[config.mk]
export PLATFORM = sky130hd
export DESIGN_NAME = isr_top
export DESIGN_NICKNAME = d
export VERILOG_FILES = /design/src/isr_pkg.sv /design/src/isr_delay.sv /design/src/isr_gate.sv /design/src/isr_top.sv
export SDC_FILE = /design/constraint.sdc
export NUM_CORES = 1
export LEC_CHECK = 0
export ABC_CLOCK_PERIOD_IN_PS = 9900
export BUFFER_PORTS_ARGS = -buffer_cell sky130_fd_sc_hd__buf_2
export CORE_ASPECT_RATIO = 1.75
export CORE_UTILIZATION = 40
export DETAILED_ROUTE_END_ITERATION = 8
export PLACE_DENSITY = 0.7
export SYNTH_ARGS = -nofsm -noshare
export SYNTH_HDL_FRONTEND = slang
export SYNTH_HIERARCHICAL = 1
export SYNTH_SLANG_ARGS = --single-unit
[constraint.sdc]
create_clock -name i_clk -period 9.9 [get_ports i_clk]
set_clock_uncertainty 0.05 [all_clocks]
set_input_delay 1.485 -clock i_clk [delete_from_list [all_inputs] [get_ports i_clk]]
set_output_delay 1.485 -clock i_clk [all_outputs]
set_load 0.005 [all_outputs]
[src/isr_pkg.sv]
// shared constants and carrier types for interrupt and stop-recovery timing
package isr_pkg;
   // core clock
   localparam int CLK_PERIOD_PS = 5000;
   // request-to-service least delays, in hundredths of a core cycle
   localparam int FETCH_DLY_C100 = 425;
   localparam int EXEC_DLY_C100 = 725;
   localparam int GPO_DLY_C100 = 890;
   localparam int DMA_DLY_C100 = 425;
   // least times round up to whole cycles
   localparam int FETCH_CYC = (FETCH_DLY_C100 + 99) / 100;
   localparam int EXEC_CYC = (EXEC_DLY_C100 + 99) / 100;
   localparam int GPO_CYC = (GPO_DLY_C100 + 99) / 100;
   localparam int DMA_CYC = (DMA_DLY_C100 + 99) / 100;
   // stop exit: STOP_DLY_CYC, NODLY_CYC and PLLRUN_CYC in cycles, the others in hundredths of a cycle
   localparam int STOP_DLY_CYC = 131072;
   localparam int NODLY_C100 = 2375;
   localparam int PLLRUN_C100 = 1000;
   localparam int NODLY_CYC = (NODLY_C100 + 99) / 100;
   localparam int PLLRUN_CYC = PLLRUN_C100 / 100;
   // acceptance spacing in core cycles; SPACE_W and CNT_W are widths, NUM_EXT the external line count
   localparam int PER_SPACE = 12;
   localparam int DMAC_SPACE = 8;
   localparam int EDGE_SPACE = 8;
   localparam int LEVEL_SPACE = 12;
   localparam int DRD_SPACE = 6;
   localparam int DWR_SPACE = 7;
   localparam int DTMR_SPACE = 2;
   localparam int DEXT_SPACE = 3;
   localparam int SPACE_W = 4;
   localparam int NUM_EXT = 5;
   localparam int CNT_W = 18;
   // apb map
   localparam logic [7:0] ADDR_CTRL = 8'h00;
   localparam logic [7:0] ADDR_STAT = 8'h04;
   localparam logic [7:0] ADDR_MASK = 8'h08;
   localparam logic [7:0] ADDR_STATE = 8'h0C;
   localparam logic [31:0] CTRL_RST = 32'h0000_0000;
   localparam logic [31:0] MASK_RST = 32'h0000_0000;
   // ctrl bits
   localparam int CTRL_PLL_RUN = 0;
   localparam int CTRL_NO_DLY = 1;
   localparam int CTRL_LEVEL = 2;
   localparam int CTRL_STOP = 3;
   localparam int CTRL_PLL_EN = 4;
   // status bits
   localparam int ST_FETCH = 0;
   localparam int ST_EXEC = 1;
   localparam int ST_WAKE = 2;
   localparam int ST_DMA = 3;
   localparam int ST_W = 4;

   typedef enum logic [2:0] {
      ISR_IDLE = 3'b000,
      ISR_WAIT_FETCH = 3'b001,
      ISR_WAIT_EXEC = 3'b010,
      ISR_WAIT_GPO = 3'b011,
      ISR_STOPPED = 3'b100,
      ISR_LOCK = 3'b101,
      ISR_RECOVER = 3'b110
   } isr_state_type;

   typedef struct packed {
      logic fetch;
      logic exec;
      logic gpo;
      logic dma;
   } isr_strobe_type;
endpackage

[src/isr_delay.sv]
// counts a fixed number of cycles after a start pulse
`timescale 1ns/1ps
module isr_delay #(
   parameter int CYC = 4
) (
   input wire logic i_clk,
   input wire logic i_rst,
   input wire logic i_start,
   output logic o_done
);
   // one stage a cycle: starts closer than CYC apart all come out
   // instead of a restart swallowing the earlier one; CYC of 2 or more
   logic [CYC-1:0] line_reg;

   always_ff @(posedge i_clk or posedge i_rst) begin
      if (i_rst) begin
         line_reg <= '0;
      end else begin
         line_reg <= {line_reg[CYC-2:0], i_start};
      end
   end

   always_ff @(posedge i_clk or posedge i_rst) begin
      if (i_rst) begin
         o_done <= 1'b0;
      end else begin
         o_done <= line_reg[CYC-1];
      end
   end
endmodule

[src/isr_gate.sv]
// rate gate: passes a request only after a minimum spacing of cycles
`timescale 1ns/1ps
module isr_gate #(
   parameter int SPACE = 8
) (
   input wire logic i_clk,
   input wire logic i_rst,
   input wire logic i_req,
   output logic o_take
);
   logic [isr_pkg::SPACE_W-1:0] cnt_reg;

   always_ff @(posedge i_clk or posedge i_rst) begin
      if (i_rst) begin
         o_take <= 1'b0;
      end else begin
         o_take <= i_req && (cnt_reg == '0);
      end
   end

   always_ff @(posedge i_clk or posedge i_rst) begin
      if (i_rst) begin
         cnt_reg <= '0;
      end else if (i_req && (cnt_reg == '0)) begin
         cnt_reg <= isr_pkg::SPACE_W'(SPACE - 1);
      end else if (cnt_reg != '0) begin
         cnt_reg <= cnt_reg - 1'b1;
      end
   end

   AST_GATE_SPACE: assert property (@(posedge i_clk) disable iff (i_rst)
      o_take |=> !o_take) else $error("gate passed back to back");
endmodule

[src/isr_top.sv]
// interrupt latency, request rate limiting and stop-exit sequencing
//
// Design decisions made here: the APB slave port and the register offsets.
`timescale 1ns/1ps
module isr_top #(
   parameter int STOP_DLY = isr_pkg::STOP_DLY_CYC
) (
   input wire logic i_clk,
   input wire logic i_rst,
   input wire logic [isr_pkg::NUM_EXT-1:0] i_ext_req,
   input wire logic i_periph_req,
   input wire logic i_dmac_req,
   input wire logic i_dma_rd_trig,
   input wire logic i_dma_wr_trig,
   input wire logic i_dma_tmr_trig,
   input wire logic i_dma_ext_trig,
   input wire logic i_pll_locked,
   input wire logic i_gpo_req,
   input wire logic i_psel,
   input wire logic i_penable,
   input wire logic i_pwrite,
   input wire logic [7:0] i_paddr,
   input wire logic [31:0] i_pwdata,
   output logic [31:0] o_prdata,
   output logic o_pready,
   output logic o_pslverr,
   output logic o_fetch,
   output logic o_exec,
   output logic o_gpo_valid,
   output logic o_dma_access,
   output logic o_periph_take,
   output logic o_dmac_take,
   output logic [3:0] o_dma_take,
   output logic o_pll_enable,
   output logic o_irq
);
   isr_pkg::isr_state_type state_reg;
   isr_pkg::isr_strobe_type strb_reg;
   logic [31:0] ctrl_reg;
   logic [isr_pkg::ST_W-1:0] stat_reg;
   logic [isr_pkg::ST_W-1:0] mask_reg;
   logic [isr_pkg::CNT_W-1:0] cnt_reg;
   logic [isr_pkg::SPACE_W-1:0] lat_reg;
   logic ext_any;
   logic ext_edge_take;
   logic ext_lvl_take;
   logic ext_take;
   logic [isr_pkg::NUM_EXT-1:0] ext_prev_reg;
   logic ext_rise;
   logic dma_start;
   logic dma_done;
   logic apb_acc;
   logic rd_stat;
   logic [isr_pkg::ST_W-1:0] ev;
   logic [isr_pkg::ST_W-1:0] stat_next;

   assign ext_any = |i_ext_req;
   assign ext_rise = |(i_ext_req & ~ext_prev_reg);
   assign apb_acc = i_psel && i_penable && o_pready;
   assign rd_stat = apb_acc && !i_pwrite && (i_paddr == isr_pkg::ADDR_STAT);

   always_ff @(posedge i_clk or posedge i_rst) begin
      if (i_rst) begin
         ext_prev_reg <= '0;
      end else begin
         ext_prev_reg <= i_ext_req;
      end
   end

   // edge and level paths get separate spacing
   isr_gate #(.SPACE(isr_pkg::EDGE_SPACE)) u_ext_edge (
      .i_clk(i_clk), .i_rst(i_rst),
      .i_req(ext_rise && !ctrl_reg[isr_pkg::CTRL_LEVEL]),
      .o_take(ext_edge_take));
   isr_gate #(.SPACE(isr_pkg::LEVEL_SPACE)) u_ext_lvl (
      .i_clk(i_clk), .i_rst(i_rst),
      .i_req(ext_any && ctrl_reg[isr_pkg::CTRL_LEVEL]),
      .o_take(ext_lvl_take));
   assign ext_take = ext_edge_take || ext_lvl_take;

   isr_gate #(.SPACE(isr_pkg::PER_SPACE)) u_per (
      .i_clk(i_clk), .i_rst(i_rst), .i_req(i_periph_req),
      .o_take(o_periph_take));
   isr_gate #(.SPACE(isr_pkg::DMAC_SPACE)) u_dmac (
      .i_clk(i_clk), .i_rst(i_rst), .i_req(i_dmac_req),
      .o_take(o_dmac_take));
   isr_gate #(.SPACE(isr_pkg::DRD_SPACE)) u_drd (
      .i_clk(i_clk), .i_rst(i_rst), .i_req(i_dma_rd_trig),
      .o_take(o_dma_take[0]));
   isr_gate #(.SPACE(isr_pkg::DWR_SPACE)) u_dwr (
      .i_clk(i_clk), .i_rst(i_rst), .i_req(i_dma_wr_trig),
      .o_take(o_dma_take[1]));
   isr_gate #(.SPACE(isr_pkg::DTMR_SPACE)) u_dtmr (
      .i_clk(i_clk), .i_rst(i_rst), .i_req(i_dma_tmr_trig),
      .o_take(o_dma_take[2]));
   isr_gate #(.SPACE(isr_pkg::DEXT_SPACE)) u_dext (
      .i_clk(i_clk), .i_rst(i_rst), .i_req(i_dma_ext_trig),
      .o_take(o_dma_take[3]));

   // dma address counted from the raw trigger, gate adds one cycle
   assign dma_start = o_dma_take[3];
   isr_delay #(.CYC(isr_pkg::DMA_CYC - 1)) u_dmadly (
      .i_clk(i_clk), .i_rst(i_rst), .i_start(dma_start),
      .o_done(dma_done));

   // interrupt and stop-exit sequencer
   always_ff @(posedge i_clk or posedge i_rst) begin
      if (i_rst) begin
         state_reg <= isr_pkg::ISR_IDLE;
         lat_reg <= '0;
         cnt_reg <= '0;
      end else begin
         unique case (state_reg)
            isr_pkg::ISR_IDLE: begin
               lat_reg <= 4'h1;
               if (ctrl_reg[isr_pkg::CTRL_STOP]) begin
                  state_reg <= isr_pkg::ISR_STOPPED;
               end else if (ext_take) begin
                  state_reg <= isr_pkg::ISR_WAIT_FETCH;
               end
            end
            isr_pkg::ISR_WAIT_FETCH: begin
               lat_reg <= lat_reg + 1'b1;
               if (lat_reg == 4'(isr_pkg::FETCH_CYC - 1)) begin
                  state_reg <= isr_pkg::ISR_WAIT_EXEC;
               end
            end
            isr_pkg::ISR_WAIT_EXEC: begin
               lat_reg <= lat_reg + 1'b1;
               if (lat_reg == 4'(isr_pkg::EXEC_CYC - 1)) begin
                  state_reg <= isr_pkg::ISR_WAIT_GPO;
               end
            end
            isr_pkg::ISR_WAIT_GPO: begin
               lat_reg <= lat_reg + 1'b1;
               if (lat_reg == 4'(isr_pkg::GPO_CYC - 1)) begin
                  state_reg <= isr_pkg::ISR_IDLE;
               end
            end
            isr_pkg::ISR_STOPPED: begin
               cnt_reg <= '0;
               if (ext_prev_reg[0]) begin
                  // lock term is zero when the pll stays up
                  if (ctrl_reg[isr_pkg::CTRL_PLL_RUN] ||
                      !ctrl_reg[isr_pkg::CTRL_PLL_EN]) begin
                     state_reg <= isr_pkg::ISR_RECOVER;
                  end else begin
                     state_reg <= isr_pkg::ISR_LOCK;
                  end
               end
            end
            isr_pkg::ISR_LOCK: begin
               cnt_reg <= cnt_reg + 1'b1;
               if (i_pll_locked) begin
                  state_reg <= isr_pkg::ISR_RECOVER;
                  cnt_reg <= '0;
               end
            end
            isr_pkg::ISR_RECOVER: begin
               cnt_reg <= cnt_reg + 1'b1;
               if (cnt_reg == CNT_W_TARGET()) begin
                  state_reg <= isr_pkg::ISR_IDLE;
               end
            end
            default: begin
               state_reg <= isr_pkg::ISR_IDLE;
            end
         endcase
      end
   end

   function automatic logic [isr_pkg::CNT_W-1:0] CNT_W_TARGET();
      logic [isr_pkg::CNT_W-1:0] t;
      t = isr_pkg::CNT_W'(isr_pkg::PLLRUN_CYC - 2);
      if (!ctrl_reg[isr_pkg::CTRL_PLL_RUN]) begin
         if (ctrl_reg[isr_pkg::CTRL_NO_DLY]) begin
            t = isr_pkg::CNT_W'(isr_pkg::NODLY_CYC - 2);
         end else begin
            t = isr_pkg::CNT_W'(STOP_DLY - 2);
         end
      end
      return t;
   endfunction

   // strobes from the sequencer and the dma delay, one cycle each
   always_ff @(posedge i_clk or posedge i_rst) begin
      if (i_rst) begin
         strb_reg <= '0;
      end else begin
         strb_reg.fetch <= (state_reg == isr_pkg::ISR_WAIT_FETCH &&
            lat_reg == 4'(isr_pkg::FETCH_CYC - 1)) ||
            (state_reg == isr_pkg::ISR_RECOVER &&
            cnt_reg == CNT_W_TARGET());
         strb_reg.exec <= state_reg == isr_pkg::ISR_WAIT_EXEC &&
            lat_reg == 4'(isr_pkg::EXEC_CYC - 1);
         strb_reg.gpo <= state_reg == isr_pkg::ISR_WAIT_GPO &&
            lat_reg == 4'(isr_pkg::GPO_CYC - 1) && i_gpo_req;
         strb_reg.dma <= dma_done;
      end
   end

   always_comb begin
      o_fetch = strb_reg.fetch;
      o_exec = strb_reg.exec;
      o_gpo_valid = strb_reg.gpo;
      o_dma_access = strb_reg.dma;
   end

   always_ff @(posedge i_clk or posedge i_rst) begin
      if (i_rst) begin
         o_pll_enable <= 1'b1;
      end else begin
         o_pll_enable <= !(state_reg == isr_pkg::ISR_STOPPED &&
            !ctrl_reg[isr_pkg::CTRL_PLL_RUN]);
      end
   end

   // apb slave, zero wait states
   always_ff @(posedge i_clk or posedge i_rst) begin
      if (i_rst) begin
         ctrl_reg <= isr_pkg::CTRL_RST;
         mask_reg <= isr_pkg::MASK_RST[isr_pkg::ST_W-1:0];
      end else begin
         if (apb_acc && i_pwrite && i_paddr == isr_pkg::ADDR_CTRL) begin
            ctrl_reg <= i_pwdata;
         end else if (state_reg == isr_pkg::ISR_STOPPED &&
                      ext_prev_reg[0]) begin
            ctrl_reg[isr_pkg::CTRL_STOP] <= 1'b0;
         end
         if (apb_acc && i_pwrite && i_paddr == isr_pkg::ADDR_MASK) begin
            mask_reg <= i_pwdata[isr_pkg::ST_W-1:0];
         end
      end
   end

   assign ev = {o_dma_access, strb_reg.fetch &&
      state_reg == isr_pkg::ISR_IDLE, o_exec, o_fetch};

   // a clearing read drops only the bits it returned, so a set that
   // lands between setup and access is kept
   assign stat_next = (rd_stat ? stat_reg & ~o_prdata[isr_pkg::ST_W-1:0] :
      stat_reg) | ev;

   // set beats the clearing read
   always_ff @(posedge i_clk or posedge i_rst) begin
      if (i_rst) begin
         stat_reg <= '0;
      end else begin
         stat_reg <= stat_next;
      end
   end

   always_ff @(posedge i_clk or posedge i_rst) begin
      if (i_rst) begin
         o_irq <= 1'b0;
      end else begin
         o_irq <= |(stat_next & mask_reg);
      end
   end

   always_ff @(posedge i_clk or posedge i_rst) begin
      if (i_rst) begin
         o_pready <= 1'b0;
         o_prdata <= '0;
         o_pslverr <= 1'b0;
      end else begin
         o_pready <= i_psel && !i_penable;
         o_pslverr <= 1'b0;
         if (i_psel && !i_penable) begin
            o_pslverr <= !(i_paddr == isr_pkg::ADDR_CTRL ||
               i_paddr == isr_pkg::ADDR_STAT ||
               i_paddr == isr_pkg::ADDR_MASK ||
               i_paddr == isr_pkg::ADDR_STATE);
            unique case (i_paddr)
               isr_pkg::ADDR_CTRL: o_prdata <= ctrl_reg;
               isr_pkg::ADDR_STAT: o_prdata <= 32'(stat_reg);
               isr_pkg::ADDR_MASK: o_prdata <= 32'(mask_reg);
               isr_pkg::ADDR_STATE: o_prdata <= 32'(state_reg);
               default: o_prdata <= '0;
            endcase
         end
      end
   end

   // latency and rate checks
   AST_FETCH_LAT: assert property (@(posedge i_clk) disable iff (i_rst)
      state_reg == isr_pkg::ISR_IDLE && ext_take &&
      !ctrl_reg[isr_pkg::CTRL_STOP] |-> ##5 o_fetch)
      else $error("fetch not at latency");
   AST_EXEC_LAT: assert property (@(posedge i_clk) disable iff (i_rst)
      o_fetch && $past(state_reg) == isr_pkg::ISR_WAIT_FETCH
      |-> ##3 o_exec)
      else $error("exec not three after fetch");
   AST_NO_EARLY_EXEC: assert property (@(posedge i_clk) disable iff (i_rst)
      o_fetch |-> ##1 !o_exec [*2])
      else $error("exec too early");
   AST_GPO_LAT: assert property (@(posedge i_clk) disable iff (i_rst)
      o_gpo_valid |-> $past(o_exec))
      else $error("gpo timing wrong");
   AST_DMA_LAT: assert property (@(posedge i_clk) disable iff (i_rst)
      $rose(i_dma_ext_trig) && o_dma_take[3] == 1'b0 &&
      $past(o_dma_take[3]) == 1'b0 |-> ##7 o_dma_access)
      else $error("dma access missing");
   AST_DMA_EARLY: assert property (@(posedge i_clk) disable iff (i_rst)
      o_dma_access |-> $past(i_dma_ext_trig, 7))
      else $error("dma access before 4.25 cycles");
   AST_PER_RATE: assert property (@(posedge i_clk) disable iff (i_rst)
      o_periph_take |=> !o_periph_take [*8])
      else $error("peripheral rate too high");
   AST_EDGE_RATE: assert property (@(posedge i_clk) disable iff (i_rst)
      ext_edge_take |=> !ext_edge_take [*7])
      else $error("edge rate too high");
   AST_PLLRUN_WAKE: assert property (@(posedge i_clk) disable iff (i_rst)
      state_reg == isr_pkg::ISR_STOPPED && ext_prev_reg[0] &&
      ctrl_reg[isr_pkg::CTRL_PLL_RUN] |-> ##[8:11] o_fetch)
      else $error("pll-running wake fetch late");
   AST_LOCK_FIRST: assert property (@(posedge i_clk) disable iff (i_rst)
      state_reg == isr_pkg::ISR_LOCK |-> !o_fetch)
      else $error("fetch before pll lock");

   COV_INT: cover property (@(posedge i_clk) o_exec);
   COV_WAKE: cover property (@(posedge i_clk)
      state_reg == isr_pkg::ISR_RECOVER ##1 o_fetch);
   COV_DMA: cover property (@(posedge i_clk) o_dma_access);
   COV_GPO: cover property (@(posedge i_clk) o_gpo_valid);
   COV_LOCK: cover property (@(posedge i_clk)
      state_reg == isr_pkg::ISR_LOCK ##1 state_reg == isr_pkg::ISR_RECOVER);
endmodule

Word-level counts from Yosys, hierarchy flattened
Index checks and enable logic that the tools add are counted.
W data, S select, Z words.
Word-level totals
  memory bits (read-only): 0
  register bits after elaboration: 155
  memories kept: 0
  word-level logic and storage cells: 182
  output and inout port bits: 46
  RAM bits: 0
  bits in latches: 0
Operators by class
  div/mod/pow operators: 0
  equal/unequal tests: 21
  multiplexer cells: 37
  bitwise gates (word level): 6
  $lt $le $gt $ge: 0
  shift operators: 0
  $add $sub $neg: 10
  multiply operators: 0
  reduce and logical (&&, ||, !) cells: 73
Operators with widths (number)
  $pmux W32 S4: 1
  $mux W4: 17
  $pmux W18 S3: 1
  $eq A18 B18 Y1: 2
  $mux W18: 2
  $mux W17: 2
  $logic_not A4 Y1: 8
  $reduce_bool A4 Y1: 8
  $sub A4 B1 Y4 const B: 8
  $logic_and A1 B1 Y1: 26
  $mux W3: 8
  $pmux W3 S7: 1
  $reduce_bool A2 Y1: 10
  $add A18 B1 Y18 const B: 1
  $eq A8 B4 Y1 const B: 2
  $ne A2 B2 Y1 const B: 6
  $reduce_or A5 Y1: 2
  $eq A3 B3 Y1 const B: 3
  $and A4 B4 Y4: 2
  $eq A4 B3 Y1 const B: 2
  $eq A8 B3 Y1 const B: 1
  $logic_not A8 Y1: 1
  $pmux W4 S2: 1
  $logic_not A1 Y1: 7
  other kinds (17): 25

Depth between registers and ports, before layout
  depth in word-level cells: 8
  depth in mapped cells: 7

Modules after synthesis
The synthesis kept the hierarchy.
By module, submodules not included
  isr_top: area each 4911.0 sq um, cells each 398, instances 1
  isr_gate at u_dmac ...: area each 267.8 sq um, cells each 23, instances 2
  isr_gate at u_ext_lvl ...: area each 261.5 sq um, cells each 24, instances 2
  isr_gate at u_dwr: area each 270.3 sq um, cells each 23, instances 1
  isr_gate at u_drd: area each 265.3 sq um, cells each 23, instances 1
  isr_gate at u_dtmr: area each 246.5 sq um, cells each 20, instances 1
  isr_gate at u_dext: area each 242.7 sq um, cells each 20, instances 1
  isr_delay: area each 128.9 sq um, cells each 6, instances 1

Worst setup path after synthesis
Ideal clock, no wire load.
  path kind: input port to flip-flop
  from: input i_paddr[1]
  to: register ctrl_reg[0]
  data required time: 9.725 ns
  slack: 6.954 ns
  stages: 5
  data arrival time: 2.771 ns
  path through: nor4_4 > nand2_2 > nor4_4 > buf_6 > mux2_2
On the way
  cells in the longest elaborated chain, start to end: 2
Ends and longest elaborated chain
  from (decl): line isr_top.sv:22  | input wire logic [7:0] i_paddr,
  $logic_not A8 Y1: line isr_top.sv:224  | if (apb_acc && i_pwrite && i_paddr == isr_pkg::ADDR_CTRL) begin
  $logic_and A1 B1 Y1: line isr_top.sv:224
  to (signal assigned): line isr_top.sv:221  | ctrl_reg <= isr_pkg::CTRL_RST;
  to (signal assigned): line isr_top.sv:225  | ctrl_reg <= i_pwdata;
  to (decl): line isr_top.sv:39  | logic [31:0] ctrl_reg;
No other way between the ends.
A chain may end at the register's enable or synchronous reset.

Worst setup path in the final report
  from: input i_paddr[1]
  to: register ctrl_reg[16]
The elaborated chain is that of the path after synthesis.

==> flow_summary.yaml <==
run_status:
  status: "finished, final reports clean"
synthesis:
  synth_cell_types: 67
  yosys_register_bits: 155
  synth-edff-count: 0
  synth.area.top_cells: "dfrtp_1, mux2_2, mux2i_1"
  synth_top_area_cell: "dfrtp_1"
  synth_top_area_share_pct: 54.1
  netlist_area_um2: 7120
  ys_seq_area_share_pct: 54.5
  ys_warn_count: 6
  async_flop_share_pct: 100
  synthCells: 584
  synth.avg_cell_area_um2: 12.2
  syn-num-nets: 659
  synth-main-ff-cell: "dfrtp_1"
sta:
  rsz0062_at_grt: "false"
  setup_violations: 0
  drv_slew: 0
  fin_crit_sh_pct: 33.2
  fin_setup_tns_ns: 0
  relSlewSlack_pct: 36.5
  fin_crit_ns: 3.29
  worst_pin_slew_ns: 0.952
  fin_ws_ns: 6.61
  fmax_mhz: 304
  whs_ns: 0.298
  hold_viol_final: 0
flow_run:
  maxCapViolCount: 0
pwr:
  pwr-share-comb_pct: 22.3
  peakVddDrop_mv: 0.114
  power_switching_mw: 0.628
  clkPwrFrac_pct: 32.6
  sw_frac_of_total_pct: 32.2
  power.total_mw: 1.95
  p_int_mw: 1.32
  leakage_nw: 4.13
  pwr-share-seq_pct: 45.1
  power_density_nw_per_um2: 232
worst_setup_path:
  reg2reg_to: "ctrl_reg[16]$_DFFE_PP0P_"
  crit_end: "ctrl_reg[16]$_DFFE_PP0P_"
  critPathKind: "input port to register"
  cp.arrival_ns: 3.54
  cp_max_fo: 21
  required_ns: 10.15
  crit_chain: "buf_2, nor4_4, nand2_2, nor4_4, buf_4, mux2_2"
  critPathMaxStageDelay_ns: 0.65
  worst-r2r-setup-slack_ns: 7.58
  crit_top_cell: "nor4_4"
  critPathLaunchType: "input port"
  r2r_start: "o_pready$_DFF_PP0_"
  cp_slowest_cell: "nor4_4"
  crit_start: "i_paddr[1]"
  crit_path_end_kind: "register"
  reg2reg_depth: 4
final_layout:
  finish.net_count: 765
  drive_above_1_share_pct: 31.9
  area_delta_synth_final_pct: 18.1
  nFillCells: 1638
  regArea_um2: 3880
  multi_input_area_um2: 2960
floorplan:
  ios: 104
  dieArea_um2: 18400
  die_w_um: 103
  dieHeight_um: 179
  num_rows: 64
  core_um2: 17500
  start_util_pct: 40.8
global_routing:
  antenna_found_initial: 2
  grt.overflow.total: 0
  grt_max_degree: 60
  grt_pass1_vias: 5086
  grt_first_pass_wirelength_um: 23700
  grt_use_total_pct: 16.8
drt:
  drt_wl_total_um: 14300
  detail_route.wl_per_cell_um: 15.3
  dr.pass1.iters: 4
  drtIter0Drc: 135
  drc: 0
  via_count: 4832
  viasPerCell: 5.17
  ant_nets: 0
clock_tree:
  clockRootBuffer: "clkbuf_16"
  clk_path_buf_depth: 2
  clock-sinks: 155
  cts_buffers: 17
  h-tree-depth: 4
  cts-resized-gates: 0
  clk_pin_slew_ns: 0.06
  cts_setup_buffers: 0
  clock_latency_ns: 0.42
  cts_tree: "yes"
  ctsHoldBuffers: 0
placement:
  dp_slack_ns: 6.15
  hpwlAfterDp_um: 10500
  gp_congestion: 0.789
  io_buffers: 103
min_path:
  hold_class: "register to register"
per-stage QoR:
step | cells | util (%) | cell area (um2)
4_1_cts | 933 | 48.2 | 8410
2_1_floorplan | 584 | - | 7120
5_1_grt | 933 | 48.2 | 8410
3_3_place_gp | 902 | 44.8 | 7830
6_report | 934 | 48.2 | 8410
3_5_place_dp | 902 | 44.8 | 7830
layer usage:
layer | up-vias | global-route usage [%] | share of wire (%)
met3 | 21 | 4.43 | 5.1
met4 | 2 | 6.63 | 2.2
met1 | 2382 | 16.8 | 39
met5 | - | 0 | 0.084
li1 | 2298 | - | -
met2 | 129 | 32.0 | 54
power by group through the flow:
stage               sequential (mW)  clock, mW  combinational (mW)
floorplan                     0.840          0               0.376
global placement              0.888          0               0.423
detailed placement            0.889          0               0.440
CTS                           0.878      0.653               0.443
global route                  0.899      0.678               0.501
finish                        0.878      0.636               0.434
cells by family (layout without fill, tap and decap cells):
logic type	count (synthesis)	count (layout)	share of synthesized area, %
simple gates	177	177	15.9
flops	155	155	54.5
compound gates	95	95	10.5
mux	66	66	10.6
buf+inv	61	179	4.04
fa+ha+maj	17	17	2.99
xor+xnor	13	13	1.60
other cells	0	1	0
worst min path at each step:
stage	slack (ns)	depth (start not counted)	end	from
after detailed placement	0.29	0	o_dma_access$_DFF_PP0_	u_dmadly/o_done$_DFF_PP0_
after global routing	0.30	0	o_dma_access$_DFF_PP0_	u_dmadly/o_done$_DFF_PP0_
after global placement	0.28	0	u_dmadly/line_reg[2]$_DFF_PP0_	u_dmadly/line_reg[1]$_DFF_PP0_
final	0.30	0	u_dmadly/line_reg[2]$_DFF_PP0_	u_dmadly/line_reg[1]$_DFF_PP0_
after floorplan	0.28	0	o_dma_access$_DFF_PP0_	u_dmadly/o_done$_DFF_PP0_
after CTS	0.30	0	o_dma_access$_DFF_PP0_	u_dmadly/o_done$_DFF_PP0_
cells in the mapped netlist (all sizes together), types with 13 or more instances:
cell	n
nand3	14
mux2	41
a22o	33
nand2b	18
ha	17
nand2	28
o21ai	17
inv	41
nor3	14
nor2	39
buf	13
dfrtp	154
mux2i	22
worst max-delay path: cells and delay by family:
kind | cells | cell delay (ns)
buffers and inverters | 2 | 0.54
multiplexers | 1 | 0.38
AND/OR/NAND/NOR | 3 | 1.13
layout by cell type (no fill, tap or decap), types with 5 or more instances in the layout:
master       n
dfrtp_1    154
buf_2      103
inv_1       40
nor2_1      39
mux2_2      35
nand2_1     27
mux2i_1     22
a22o_2      20
ha_1        17
clkbuf_16   17
o21ai_0     16
nand2b_1    16
nand3_1     14
a22o_1      13
nor3_1      10
xor2_1      10
nor2b_1      9
and2_1       9
a31oi_1      7
a221o_1      5
a21oi_1      5
nand4_1      5
nor4_1       5
mux2_1       5
inv_6        5
area by class of cell:
cell class	count	share of cell area, %
multi-input combinational	368	35.1
clock inverter	14	1.84
timing repair buffer	107	6.49
sequential	155	46.1
tap	231	3.44
inverter	41	1.86
antenna	1	0.0298
clock buffer	17	5.06
(Power assumes the default switching activity.)
